**src/pkg/sls_pkg.sv**
```systemverilog
`default_nettype none
package sls_pkg;
	// clock and conversion band
	localparam int unsigned CLK_MHZ     = 125; // clk_i rate in MHz
	localparam int unsigned FS_MIN_MSPS = 40;  // slowest conversion rate
	localparam int unsigned FS_MAX_MSPS = 250; // fastest, upper speed grade
	localparam int unsigned FS_170_MSPS = 170; // fastest, lower speed grade
	localparam int unsigned DIV_MIN     = 2;   // smallest integer ratio
	localparam int unsigned DIV_MAX     = 8;   // largest integer ratio
	// lane framing
	localparam int unsigned UI_PER_CONV   = 20; // bit periods per conversion
	localparam int unsigned FRAMES_PER_MF = 32; // frames in one multiframe
	localparam int unsigned SC0_WAIT_MF   = 5;  // sync fall to first K
	localparam int unsigned SC1_WAIT_MF   = 6;  // sysref rise to first K
	localparam int unsigned CGS_MIN_MF    = 1;  // least K phase length
	localparam logic [7:0]  SC0_WAIT_TICKS = 8'(SC0_WAIT_MF * FRAMES_PER_MF);
	localparam logic [7:0]  SC1_WAIT_TICKS = 8'(SC1_WAIT_MF * FRAMES_PER_MF);
	localparam logic [7:0]  CGS_TICKS      = 8'(CGS_MIN_MF * FRAMES_PER_MF);
	localparam logic [4:0]  FRAME_LAST     = 5'(FRAMES_PER_MF - 1);
	localparam logic [7:0]  K28_5          = 8'hbc; // comma symbol
	// latencies in conversion cycles
	localparam int unsigned DATA_LAT  = 36; // sample in to lane word
	localparam int unsigned FD_LAT    = 7;  // threshold detect delay
	localparam logic [1:0]  OVR_RECOV = 2'h3; // out-of-range recovery
	// wake-up times
	localparam int unsigned CORE_PD_WAKE_US = 250;
	localparam int unsigned STBY_WAKE_US    = 10;
	localparam int unsigned OUT_PD_WAKE_US  = 50;
	localparam int unsigned CORE_PD_WAKE_CYC_DEF = CORE_PD_WAKE_US * CLK_MHZ;
	localparam int unsigned OUT_PD_WAKE_CYC_DEF  = OUT_PD_WAKE_US * CLK_MHZ;
	localparam logic [15:0] STBY_WAKE_CYC = 16'(STBY_WAKE_US * CLK_MHZ);
	// widths and buffer
	localparam int unsigned SAMPLE_W   = 14;
	localparam int unsigned LANE_W     = 18; // two k flags, two octets
	localparam int unsigned FIFO_DEPTH = 32;
	// register offsets and fields
	localparam logic [7:0] REG_CTRL      = 8'h00;
	localparam logic [7:0] REG_THRESH    = 8'h04;
	localparam logic [7:0] REG_STATUS    = 8'h08;
	localparam int unsigned CTRL_SC_BIT  = 0;
	localparam int unsigned CTRL_DIV_LSB = 4;
	localparam int unsigned CTRL_DCS_BIT = 7;
	localparam int unsigned CTRL_PWR_LSB = 8;
	localparam int unsigned STAT_CORE_BIT = 2;
	localparam int unsigned STAT_OUT_BIT  = 3;
	localparam int unsigned STAT_OVF_BIT  = 4;
	localparam int unsigned STAT_RATE_BIT = 5;
	// reset values
	localparam logic        RST_SUBCLASS = 1'b1;
	localparam logic [2:0]  RST_DIV      = 3'h1;
	localparam logic        RST_DCS      = 1'b1;
	localparam logic [13:0] RST_THRESH   = 14'h1000;
	typedef enum logic [1:0] {
		PWR_ON = 2'b00, PWR_STBY = 2'b01, PWR_FULL = 2'b10, PWR_OUT = 2'b11
	} sls_pwr_e;
	typedef enum logic [1:0] {
		LNK_IDLE = 2'b00, LNK_WAIT = 2'b01, LNK_CGS = 2'b10, LNK_DATA = 2'b11
	} sls_lnk_e;
endpackage : sls_pkg
`default_nettype wire

```
**src/pkg/sls_stream_if.sv**
```systemverilog
`default_nettype none
interface sls_stream_if #(parameter int unsigned W = 18);
	logic         wr_valid; // word offered
	logic         wr_ready; // buffer has room
	logic [W-1:0] wr_data;  // offered word
	logic         rd_valid; // head word present
	logic         rd_ready; // drain takes head
	logic [W-1:0] rd_data;  // head word
	modport fill  (output wr_valid, wr_data, input wr_ready);
	modport store (input wr_valid, wr_data, rd_ready, output wr_ready, rd_valid, rd_data);
	modport drain (input rd_valid, rd_data, output rd_ready);
endinterface : sls_stream_if
`default_nettype wire

```
**src/verilog/sls_fifo.sv**
```systemverilog
`default_nettype none
module sls_fifo #(
	parameter int unsigned W     = 18, // word width
	parameter int unsigned DEPTH = 32  // words of storage
)(
	input  wire logic clk_i, // clock
	input  wire logic rst_i, // sync reset
	sls_stream_if.store s    // both sides
);
	localparam int unsigned AW = $clog2(DEPTH);
	typedef struct packed {
		logic [DEPTH-1:0][W-1:0] mem; // storage
		logic [AW-1:0]           wp;  // write index
		logic [AW-1:0]           rp;  // read index
		logic [AW:0]             cnt; // words in storage
		logic                    ov;  // output register full
		logic [W-1:0]            od;  // output register
	} sls_fifo_s;
	sls_fifo_s q, n;
	logic push, pop;
	// full is honest: the head register adds one more slot of slack
	assign s.wr_ready = (q.cnt != (AW + 1)'(DEPTH));
	assign s.rd_valid = q.ov;
	assign s.rd_data  = q.od;
	assign push = s.wr_valid && s.wr_ready;
	assign pop  = (q.cnt != '0) && (!q.ov || s.rd_ready);
	// next state
	always_comb
	begin
		n = q;
		if (push)
		begin
			n.mem[q.wp] = s.wr_data;
			n.wp = q.wp + 1'b1;
		end
		if (pop)
		begin
			n.od = q.mem[q.rp];
			n.ov = 1'b1;
			n.rp = q.rp + 1'b1;
		end
		else if (s.rd_ready)
			n.ov = 1'b0; // head consumed, nothing behind it
		if (push && !pop)
			n.cnt = q.cnt + 1'b1;
		else if (pop && !push)
			n.cnt = q.cnt - 1'b1;
	end
	// state register
	always_ff @(posedge clk_i)
	begin
		if (rst_i)
			q <= '0;
		else
			q <= n;
	end
endmodule : sls_fifo
`default_nettype wire

```
**src/verilog/sls_clkdiv.sv**
```systemverilog
`default_nettype none
module sls_clkdiv
	import sls_pkg::*;
(
	input  wire logic       clk_i,   // input clock
	input  wire logic       rst_i,   // sync reset
	input  wire logic [2:0] ratio_i, // divide ratio minus one
	input  wire logic       dcs_i,   // duty cycle stabilizer
	output logic            tick_o,  // one conversion strobe
	output logic            clk_o    // divided clock level
);
	typedef struct packed {
		logic [2:0] cnt;  // phase within period
		logic       tick; // conversion strobe
		logic       lvl;  // divided clock
	} sls_div_s;
	sls_div_s q, n;
	// >= so a shrinking ratio never leaves the counter stranded
	always_comb
	begin
		n = q;
		n.cnt  = (q.cnt >= ratio_i) ? 3'h0 : q.cnt + 3'h1;
		n.tick = (q.cnt >= ratio_i);
		// stabilizer gives half duty; without it a short high pulse
		n.lvl  = dcs_i ? (n.cnt <= (ratio_i >> 1)) : (n.cnt == 3'h0);
	end
	always_ff @(posedge clk_i)
	begin
		if (rst_i)
			q <= '0;
		else
			q <= n;
	end
	assign tick_o = q.tick;
	assign clk_o  = q.lvl;
	property p_div_pass;
		@(posedge clk_i) disable iff (rst_i)
		(ratio_i == 3'h0 && $past(ratio_i) == 3'h0 && !$past(rst_i)) |-> tick_o;
	endproperty
	a_div_pass: assert property (p_div_pass) else $error("pass-through lost a tick");
	property p_div_gap;
		@(posedge clk_i) disable iff (rst_i)
		(tick_o && ratio_i != 3'h0) |=> !tick_o;
	endproperty
	a_div_gap: assert property (p_div_gap) else $error("divided ticks too close");
endmodule : sls_clkdiv
`default_nettype wire

```
**src/verilog/sls_link_top.sv**
```systemverilog
// Added by the designer: the register offsets and register access over Wishbone.
`default_nettype none
module sls_link_top
	import sls_pkg::*;
#(
	parameter int unsigned CORE_PD_WAKE_CYC = CORE_PD_WAKE_CYC_DEF, // full power-down wake
	parameter int unsigned OUT_PD_WAKE_CYC  = OUT_PD_WAKE_CYC_DEF   // lane power-down wake
)(
	input  wire logic          clk_i,                   // input clock
	input  wire logic          rst_i,                   // sync reset, high
	input  wire logic          wb_cyc_i,                // bus cycle
	input  wire logic          wb_stb_i,                // bus strobe
	input  wire logic          wb_we_i,                 // write enable
	input  wire logic [7:0]    wb_adr_i,                // byte address
	input  wire logic [3:0]    wb_sel_i,                // byte enables
	input  wire logic [31:0]   wb_dat_i,                // write data
	output logic      [31:0]   wb_dat_o,                // read data
	output logic               wb_ack_o,                // acknowledge
	input  wire logic [13:0]   sample_i,                // core sample, signed
	input  wire logic          sync_request_in_n_i,     // receiver sync request
	input  wire logic          sysref_i,                // system reference pin
	output logic      [15:0]   lane_data_o,             // two octets
	output logic      [1:0]    lane_k_o,                // control flags
	output logic               lane_valid_o,            // lane word present
	input  wire logic          lane_ready_i,            // serializer takes word
	output logic               threshold_detect_flag_o, // level exceeded
	output logic               conv_clk_o               // divided clock
);
	typedef struct packed {
		logic                              subclass;  // 1: sysref aligned
		logic [2:0]                        div;       // ratio minus one
		logic                              duty_cycle_stabilizer;       // stabilizer enable
		sls_pwr_e                          pwr;       // power mode
		logic [13:0]                       thresh;    // detect level
		logic                              ovf;       // sticky lane drop
		logic                              ack;       // bus answer
		logic [31:0]                       dat;       // bus read data
		logic                              sync_s1;   // meta stage
		logic                              sync_s2;   // safe sync level
		logic                              sref_s1;   // meta stage
		logic                              sref_s2;   // safe sysref
		logic                              sref_d;    // for edge
		logic                              sref_pend; // edge awaiting tick
		sls_lnk_e                          lnk;       // link phase
		logic [7:0]                        wcnt;      // phase tick count
		logic [4:0]                        fcnt;      // frame in multiframe
		logic [DATA_LAT-1:0][SAMPLE_W-1:0] ring;      // sample delay
		logic [5:0]                        ridx;      // ring index
		logic [FD_LAT-1:0]                 fdpipe;    // detect delay
		logic [1:0]                        recov;     // recovery hold
		logic                              fd;        // detect flag
		logic [15:0]                       core_cnt;  // core wake count
		logic [15:0]                       out_cnt;   // lane wake count
		logic                              rate_bad;  // rate out of band
	} sls_top_s;
	sls_top_s q, n;

	localparam logic [15:0] CORE_CYC = 16'(CORE_PD_WAKE_CYC);
	localparam logic [15:0] OUT_CYC  = 16'(OUT_PD_WAKE_CYC);

	logic        div_tick;   // one per conversion
	logic        core_ready; // samples meaningful
	logic        out_ready;  // lane powered and in band
	logic        emit;       // phase sends words
	logic        adv;        // tick not stalled
	logic        det;        // sample over level
	logic        hit;        // bus request taken
	logic [31:0] ctrl_word;  // control as read
	logic [31:0] stat_word;  // status as read
	logic [31:0] cw;         // merged control write
	logic [31:0] tw;         // merged threshold write
	logic [7:0]  wait_tgt;   // ticks before K

	sls_stream_if #(.W(LANE_W)) strm ();

	// byte-enable merge, used for the control and threshold registers
	function automatic logic [31:0] wmerge(
		input logic [31:0] old_v,
		input logic [31:0] new_v,
		input logic [3:0]  sel
	);
		logic [31:0] r;
		r = old_v;
		for (int i = 0; i < 4; i++)
			if (sel[i]) r[8*i +: 8] = new_v[8*i +: 8];
		return r;
	endfunction : wmerge

	// conversion rate is clk/(d+1); outside the band the link stays idle
	function automatic logic rate_ok(input logic [2:0] d);
		int unsigned r;
		r = 32'(d) + 32'd1;
		return (r * FS_MIN_MSPS <= CLK_MHZ) && (CLK_MHZ <= r * FS_MAX_MSPS);
	endfunction : rate_ok

	// saturating decrement for wake counters
	function automatic logic [15:0] dec(input logic [15:0] v);
		return (v == 16'h0) ? 16'h0 : v - 16'h1;
	endfunction : dec

	// signed sample magnitude
	function automatic logic [13:0] mag(input logic [13:0] s);
		return s[13] ? 14'(~s + 14'h1) : s;
	endfunction : mag

	// conversion strobe from the integer divider
	sls_clkdiv u_div (
		.clk_i   (clk_i),
		.rst_i   (rst_i),
		.ratio_i (q.div),
		.dcs_i   (q.duty_cycle_stabilizer),
		.tick_o  (div_tick),
		.clk_o   (conv_clk_o)
	);

	// lane words wait here for the serializer
	sls_fifo #(.W(LANE_W), .DEPTH(FIFO_DEPTH)) u_fifo (
		.clk_i (clk_i),
		.rst_i (rst_i),
		.s     (strm.store)
	);

	// register views
	assign ctrl_word = {22'h0, q.pwr, q.duty_cycle_stabilizer, q.div, 3'h0, q.subclass};
	assign stat_word = {26'h0, q.rate_bad, q.ovf, out_ready, core_ready, q.lnk};

	// power state decode
	assign core_ready = (q.pwr == PWR_ON || q.pwr == PWR_OUT) && q.core_cnt == 16'h0;
	assign out_ready  = (q.pwr == PWR_ON || q.pwr == PWR_STBY) && q.out_cnt == 16'h0
		&& rate_ok(q.div);

	// link stream side
	assign emit     = (q.lnk == LNK_CGS) || (q.lnk == LNK_DATA);
	assign adv      = div_tick && (!emit || strm.wr_ready); // full buffer stalls link
	assign wait_tgt = q.subclass ? SC1_WAIT_TICKS : SC0_WAIT_TICKS;
	assign det      = core_ready && (mag(sample_i) > q.thresh);
	assign hit      = wb_cyc_i && wb_stb_i && !q.ack;

	// one word per conversion: two octets, twenty bit periods once coded
	assign strm.wr_valid = div_tick && emit;
	assign strm.wr_data  = (q.lnk == LNK_CGS) ? {2'b11, K28_5, K28_5}
		: {2'b00, q.ring[q.ridx], 2'b00};
	assign strm.rd_ready = lane_ready_i;

	// next state
	always_comb
	begin
		n  = q;
		cw = wmerge(ctrl_word, wb_dat_i, wb_sel_i);
		tw = wmerge({18'h0, q.thresh}, wb_dat_i, wb_sel_i);
		// pins pass two flops before use
		n.sync_s1 = sync_request_in_n_i;
		n.sync_s2 = q.sync_s1;
		n.sref_s1 = sysref_i;
		n.sref_s2 = q.sref_s1;
		n.sref_d  = q.sref_s2;
		n.rate_bad = !rate_ok(q.div);

		// bus slave: answer one cycle after the request is seen
		n.ack = hit;
		if (hit && wb_we_i)
		begin
			case (wb_adr_i)
				REG_CTRL:
				begin
					n.subclass = cw[CTRL_SC_BIT];
					n.div      = cw[CTRL_DIV_LSB +: 3];
					n.duty_cycle_stabilizer      = cw[CTRL_DCS_BIT];
					n.pwr      = sls_pwr_e'(cw[CTRL_PWR_LSB +: 2]);
				end
				REG_THRESH:
					n.thresh = tw[13:0];
				REG_STATUS:
					if (wb_sel_i[0] && wb_dat_i[STAT_OVF_BIT])
						n.ovf = 1'b0; // write one to clear
				default: ; // unmapped writes ignored
			endcase
		end
		if (hit && !wb_we_i)
		begin
			case (wb_adr_i)
				REG_CTRL:   n.dat = ctrl_word;
				REG_THRESH: n.dat = {18'h0, q.thresh};
				REG_STATUS: n.dat = stat_word;
				default:    n.dat = 32'h0; // unmapped reads zero
			endcase
		end

		// wake counters load while asleep and run down once awake
		case (q.pwr)
			PWR_FULL:
			begin
				n.core_cnt = CORE_CYC;
				n.out_cnt  = OUT_CYC;
			end
			PWR_STBY:
			begin
				// a core still waking from full power-down keeps its longer count
				if (q.core_cnt < STBY_WAKE_CYC)
					n.core_cnt = STBY_WAKE_CYC;
				n.out_cnt = dec(q.out_cnt);
			end
			PWR_OUT:
			begin
				n.out_cnt  = OUT_CYC;
				n.core_cnt = dec(q.core_cnt);
			end
			default:
			begin
				n.core_cnt = dec(q.core_cnt);
				n.out_cnt  = dec(q.out_cnt);
			end
		endcase

		// sample delay and detect pipeline run every conversion
		if (div_tick)
		begin
			n.ring[q.ridx] = core_ready ? sample_i : 14'h0;
			n.ridx   = (q.ridx == 6'(DATA_LAT - 1)) ? 6'h0 : q.ridx + 6'h1;
			n.fdpipe = {q.fdpipe[FD_LAT-2:0], det};
			if (q.fdpipe[FD_LAT-1])
				n.recov = OVR_RECOV;
			else if (q.recov != 2'h0)
				n.recov = q.recov - 2'h1;
		end
		n.fd = n.fdpipe[FD_LAT-1] || (n.recov != 2'h0);

		// link phases; a powered-down or out-of-band lane falls back to idle
		if (!out_ready)
		begin
			n.lnk  = LNK_IDLE;
			n.wcnt = 8'h0;
		end
		else if (adv)
		begin
			n.fcnt = (q.fcnt == FRAME_LAST) ? 5'h0 : q.fcnt + 5'h1;
			case (q.lnk)
				LNK_IDLE:
				begin
					n.wcnt = 8'h0;
					if (!q.subclass && !q.sync_s2)
						n.lnk = LNK_WAIT;
					else if (q.subclass && q.sref_pend)
					begin
						n.lnk       = LNK_WAIT;
						n.fcnt      = 5'h0;     // multiframe aligned to sysref
						n.sref_pend = 1'b0;
					end
				end
				LNK_WAIT:
				begin
					// first K goes out on the tick after the full wait
					if (q.wcnt == wait_tgt - 8'h1)
					begin
						n.lnk  = LNK_CGS;
						n.wcnt = 8'h0;
					end
					else
						n.wcnt = q.wcnt + 8'h1;
				end
				LNK_CGS:
				begin
					// leave only at a multiframe end, after one multiframe of K,
					// and only once the receiver has let go of its request
					if (q.wcnt >= CGS_TICKS - 8'h1 && q.sync_s2 && q.fcnt == FRAME_LAST)
						n.lnk = LNK_DATA;
					if (q.wcnt != 8'hff)
						n.wcnt = q.wcnt + 8'h1;
				end
				LNK_DATA:
					if (!q.sync_s2)
						n.lnk = LNK_IDLE; // resync request
				default:
					n.lnk = LNK_IDLE;
			endcase
		end
		// events are applied last so they win over a clear in the same cycle
		if (q.sref_s2 && !q.sref_d)
			n.sref_pend = 1'b1;
		if (div_tick && emit && !strm.wr_ready)
			n.ovf = 1'b1;
	end

	// state register
	always_ff @(posedge clk_i)
	begin
		if (rst_i)
		begin
			q          <= '0;
			q.subclass <= RST_SUBCLASS;
			q.div      <= RST_DIV;
			q.duty_cycle_stabilizer      <= RST_DCS;
			q.thresh   <= RST_THRESH;
			q.sync_s1  <= 1'b1; // idle: no request
			q.sync_s2  <= 1'b1;
		end
		else
			q <= n;
	end

	// outputs
	assign wb_ack_o                = q.ack;
	assign wb_dat_o                = q.dat;
	assign threshold_detect_flag_o = q.fd;
	assign lane_valid_o            = strm.rd_valid;
	assign lane_k_o                = strm.rd_data[17:16];
	assign lane_data_o             = strm.rd_data[15:0];

	// checks
	property p_rate_band;
		@(posedge clk_i) disable iff (rst_i)
		!rate_ok(q.div) |=> (q.lnk == LNK_IDLE);
	endproperty
	a_rate_band: assert property (p_rate_band) else $error("link ran out of band");
	property p_one_word;
		@(posedge clk_i) disable iff (rst_i)
		(strm.wr_valid && strm.wr_ready && q.div != 3'h0) |=> !strm.wr_valid;
	endproperty
	a_one_word: assert property (p_one_word) else $error("two words in one conversion");
	property p_sc0_wait;
		@(posedge clk_i) disable iff (rst_i)
		(q.lnk == LNK_CGS && $past(q.lnk) == LNK_WAIT && !$past(q.subclass))
			|-> $past(q.wcnt) == SC0_WAIT_TICKS - 8'h1;
	endproperty
	a_sc0_wait: assert property (p_sc0_wait) else $error("subclass 0 K too early");
	property p_sc1_wait;
		@(posedge clk_i) disable iff (rst_i)
		(q.lnk == LNK_CGS && $past(q.lnk) == LNK_WAIT && $past(q.subclass))
			|-> $past(q.wcnt) == SC1_WAIT_TICKS - 8'h1;
	endproperty
	a_sc1_wait: assert property (p_sc1_wait) else $error("subclass 1 K too early");
	property p_cgs_len;
		@(posedge clk_i) disable iff (rst_i)
		(q.lnk == LNK_DATA && $past(q.lnk) == LNK_CGS) |-> $past(q.wcnt) >= CGS_TICKS - 8'h1;
	endproperty
	a_cgs_len: assert property (p_cgs_len) else $error("K phase too short");
	property p_sync_hold;
		@(posedge clk_i) disable iff (rst_i)
		(q.lnk == LNK_CGS && !q.sync_s2) |=> (q.lnk != LNK_DATA);
	endproperty
	a_sync_hold: assert property (p_sync_hold) else $error("data under sync request");
	property p_ring_wrap;
		@(posedge clk_i) disable iff (rst_i)
		(div_tick && q.ridx == 6'(DATA_LAT - 1)) |=> (q.ridx == 6'h0);
	endproperty
	a_ring_wrap: assert property (p_ring_wrap) else $error("data delay not 36");
	property p_fd_recov;
		@(posedge clk_i) disable iff (rst_i)
		(div_tick && q.fdpipe[FD_LAT-1]) |=> (q.recov == OVR_RECOV && q.fd);
	endproperty
	a_fd_recov: assert property (p_fd_recov) else $error("detect hold wrong");
	property p_core_wake;
		@(posedge clk_i) disable iff (rst_i)
		(q.pwr == PWR_FULL) |=> (q.core_cnt == CORE_CYC && !core_ready);
	endproperty
	a_core_wake: assert property (p_core_wake) else $error("core wake not loaded");
	property p_stby_wake;
		@(posedge clk_i) disable iff (rst_i)
		(q.pwr == PWR_STBY && q.core_cnt < STBY_WAKE_CYC) |=> (q.core_cnt == STBY_WAKE_CYC);
	endproperty
	a_stby_wake: assert property (p_stby_wake) else $error("standby wake not loaded");
	property p_out_wake;
		@(posedge clk_i) disable iff (rst_i)
		(q.pwr == PWR_OUT) |=> (q.out_cnt == OUT_CYC && q.lnk == LNK_IDLE);
	endproperty
	a_out_wake: assert property (p_out_wake) else $error("lane wake not loaded");
endmodule : sls_link_top
`default_nettype wire

```
**config.mk**
```make
export PLATFORM = sky130hd
export DESIGN_NAME = sls_link_top
export DESIGN_NICKNAME = d
export VERILOG_FILES = /design/src/pkg/sls_pkg.sv /design/src/pkg/sls_stream_if.sv /design/src/verilog/sls_fifo.sv /design/src/verilog/sls_clkdiv.sv /design/src/verilog/sls_link_top.sv
export SDC_FILE = /design/constraint.sdc
export NUM_CORES = 2
export LEC_CHECK = 0
export BUFFER_PORTS_ARGS = -buffer_cell sky130_fd_sc_hd__buf_2
export CAP_MARGIN = 15
export CORE_AREA = 2 2 367 369
export DETAILED_ROUTE_END_ITERATION = 8
export DIE_AREA = 0 0 369 371
export PLACE_DENSITY = 0.6
export SYNTH_ARGS = -nofsm -noshare
export SYNTH_HDL_FRONTEND = slang
export SYNTH_SLANG_ARGS = --single-unit
```
**constraint.sdc**
```tcl
create_clock -name clk_i -period 13.22 [get_ports clk_i]
set_input_delay 0.661 -clock clk_i [delete_from_list [all_inputs] [get_ports clk_i]]
set_output_delay 0.661 -clock clk_i [all_outputs]
set_load 0.01 [all_outputs]
```
==> impl_metrics.json <==
{
  "status": "finished clean",
  "cts-htree-levels": 3,
  "io_pins": 120,
  "num_vias": 38980,
  "yosys_register_bits": 1128,
  "drv_cap": 0,
  "fin_nets": 5479,
  "total_leakage_power_nw": 18.58,
  "syn_area_um2": 50110,
  "period_needed_ps": 5463,
  "tns_ps": 0,
  "cts_sinks": 1128,
  "die_area_um2": 136900,
  "drv_slew": 0,
  "powerDensity_nw_per_um2": 149.6,
  "layout-drive-gt1-share": 0.1303,
  "synth-edff-count": 0,
  "start_util": 0.3774,
  "worstPathMaxFanout": 11,
  "start_kind": "flop",
  "wl_per_cell_um": 18.88,
  "place_hpwl_um": 81500,
  "portBuffers": 79,
  "ant_nets": 0,
  "post-cts-setup-buffers": 0,
  "relSlewSlack": 0.2015,
  "fmax_ghz": 0.1831,
  "finalPower_mw": 8.310,
  "dieWidth_um": 369,
  "cts-hold-fix-buffers": 0,
  "synthFlopType": "dfxtp_1",
  "crit_arrival_ps": 6080,
  "rsz0062_at_grt": "no",
  "setup_violations": 0,
  "finalCritPeriodShare": 0.4132,
  "fill_cells": 12930,
  "cts_root_buf": "clkbuf_16",
  "gp_congestion": 0.8488,
  "vdd_drop_max_mv": 0.1035,
  "yosysWarnings": 0,
  "grt_start_max_net_pins": 218,
  "tritoncts": "done",
  "globalRouteOverflowTotal": 0,
  "antenna_found_initial": 0,
  "yosysSeqAreaShare": 0.4506,
  "async_reset_ff_frac": 0,
  "avgSynthCellArea_um2": 9.029,
  "die_y_um": 371,
  "viasPerCell": 5.408,
  "grt_use_total": 0.1947,
  "insertion_delay_ps": 730,
  "coreArea_um2": 132800,
  "grt_pass1_wl_um": 213300,
  "cp-end-kind": "flop",
  "synthCells": 5550,
  "tightest_slew_ps": 1195,
  "cts_buffers": 117,
  "drc": 0,
  "ys_types": 89,
  "rows": 134,
  "drt_iter0_drc": 3225,
  "hold_path_class": "in -> reg",
  "path_class": "reg -> reg",
  "firstDrtPassIters": 6,
  "wirelength_um": 136100,
  "diodes": 0,
  "clock_path_buffers": 3,
  "required_ps": 13840,
  "synthToLayoutAreaGrowth_pct": 10.85,
  "hold_viol_final": 0,
  "finClkSkew_ps": 26.65,
  "clk_pin_slew_ps": 60,
  "cts_resized": 0,
  "grt_pass1_vias": 36680
}
## worst paths after layout
check,startpoint,endpoint,slack (ps),cells after the start
setup / recovery,ctrl_word[4],q[553],7760,13
hold / removal,wb_dat_i[12],q[620],140,2
setup reg to reg,ctrl_word[4],q[553],7760,13
hold reg to reg,n[572],q[572],420,1
## synth_stat cells (17+ instances only)
| master | n | area, µm² |
|---|---|---|
| inv_1 | 163 | 611.8 |
| nand3b_1 | 30 | 225.2 |
| xnor2_1 | 32 | 280.3 |
| nand3_1 | 28 | 140.1 |
| buf_2 | 89 | 445.4 |
| nor3_1 | 40 | 200.2 |
| nor2b_1 | 24 | 150.1 |
| nand4_1 | 25 | 156.4 |
| clkbuf_1 | 351 | 1318 |
| o21ai_0 | 92 | 460.4 |
| o32ai_1 | 104 | 910.9 |
| ha_1 | 63 | 788.3 |
| a21oi_1 | 577 | 2888 |
| buf_4 | 66 | 495.5 |
| mux2_2 | 29 | 326.6 |
| nand2_1 | 170 | 638.1 |
| nand2b_1 | 19 | 118.9 |
| buf_1 | 17 | 63.81 |
| mux4_2 | 242 | 5450 |
| dfxtp_1 | 1128 | 22580 |
| mux2i_1 | 187 | 1872 |
| a221oi_1 | 22 | 192.7 |
| nor2_1 | 1558 | 5848 |
| a22oi_1 | 19 | 142.6 |
| a211oi_1 | 240 | 1802 |
## stage by stage
step	cells	instance area, µm²	utilization	setup WS [ps]	hold slack, ps
after floorplan	5569	50180	-	8382	389.5
after global placement	6981	51360	0.3868	7895	406.6
after detailed placement	6981	51360	0.3868	7767	402.3
after CTS	7197	55310	0.4165	7749	88.72
after global routing	7208	55550	0.4183	7471	109.8
final	7208	55550	0.4183	7757	141.2
## logic make-up after synthesis
family / synth area share
buf+inv: 0.05915
mux: 0.1529
simple gates: 0.1605
flops: 0.4506
xor+xnor: 0.008389
other cells: 0.00007483
fa+ha+maj: 0.01853
compound gates: 0.1499
## flip-flops by register name, summed over array words and instances (netlist names), 3 cells and up
register	cells
u_fifo.s.rd_data	15
n	3
u_div.q	3
q	585
u_fifo.q	496
wb_dat_o	14
ctrl_word	7
## worst max-delay path, stage by stage (launching register included)
cell and delay (ps):
dfxtp_1 670, ha_1 290, xor2_1 390, ha_1 360, ha_1 250, or2_2 370, fa_1 480, ha_1 350
a211o_1 290, a22o_1 200, or4_1 520, a211o_1 430, o21ai_2 390, mux2_4 330
## layer usage
| metal | vias up | GRT usage | share of wire |
|---|---|---|---|
| li1 | 18900 | - | - |
| met1 | 18900 | 0.2614 | 0.45 |
| met2 | 979 | 0.3239 | 0.47 |
| met3 | 209 | 0.02597 | 0.050 |
| met4 | 0 | 0.06279 | 0.028 |
| met5 | - | 0 | 0 |
## cells in the final DEF (no fill, tap or decap), drive strengths merged, types with 15 or more instances in the layout
cell type,Yosys,layout
nor2,1559,1559
dfxtp,1128,1128
a21oi,578,578
mux4,242,242
a211oi,240,240
mux2i,187,187
clkbuf,351,183
buf,174,180
nand2,171,171
inv,164,167
o32ai,104,104
o21ai,101,101
ha,63,63
nor3,43,43
xnor2,32,32
nand3b,30,30
mux2,30,30
nand3,28,28
nand4,25,25
nor2b,24,24
a221oi,22,22
clkinv,1,21
conb,1,20
nand2b,19,19
a22oi,19,19
xor2,16,16
a221o,15,15
## report_power, final
part / leakage [nW] / internal (mW) / switching, mW
logic: 7.54 / 0.454 / 0.873
clock network: 1.94 / 1.98 / 1.40
registers: 9.10 / 3.48 / 0.124
total: 18.6 / 5.91 / 2.40
## cell type report
class / instances / area [µm²] / share of cell area
Timing Repair Buffer: 180 / 1361 / 0.02451
Multi-Input combinational cell: 3751 / 24810 / 0.4467
Inverter: 165 / 619.3 / 0.01115
Tap cell: 1768 / 2212 / 0.03982
Clock buffer: 183 / 3517 / 0.06332
Clock inverter: 33 / 425.4 / 0.007658
Sequential cell: 1128 / 22600 / 0.4069
Note: power is estimated with default switching activity, not from simulation.
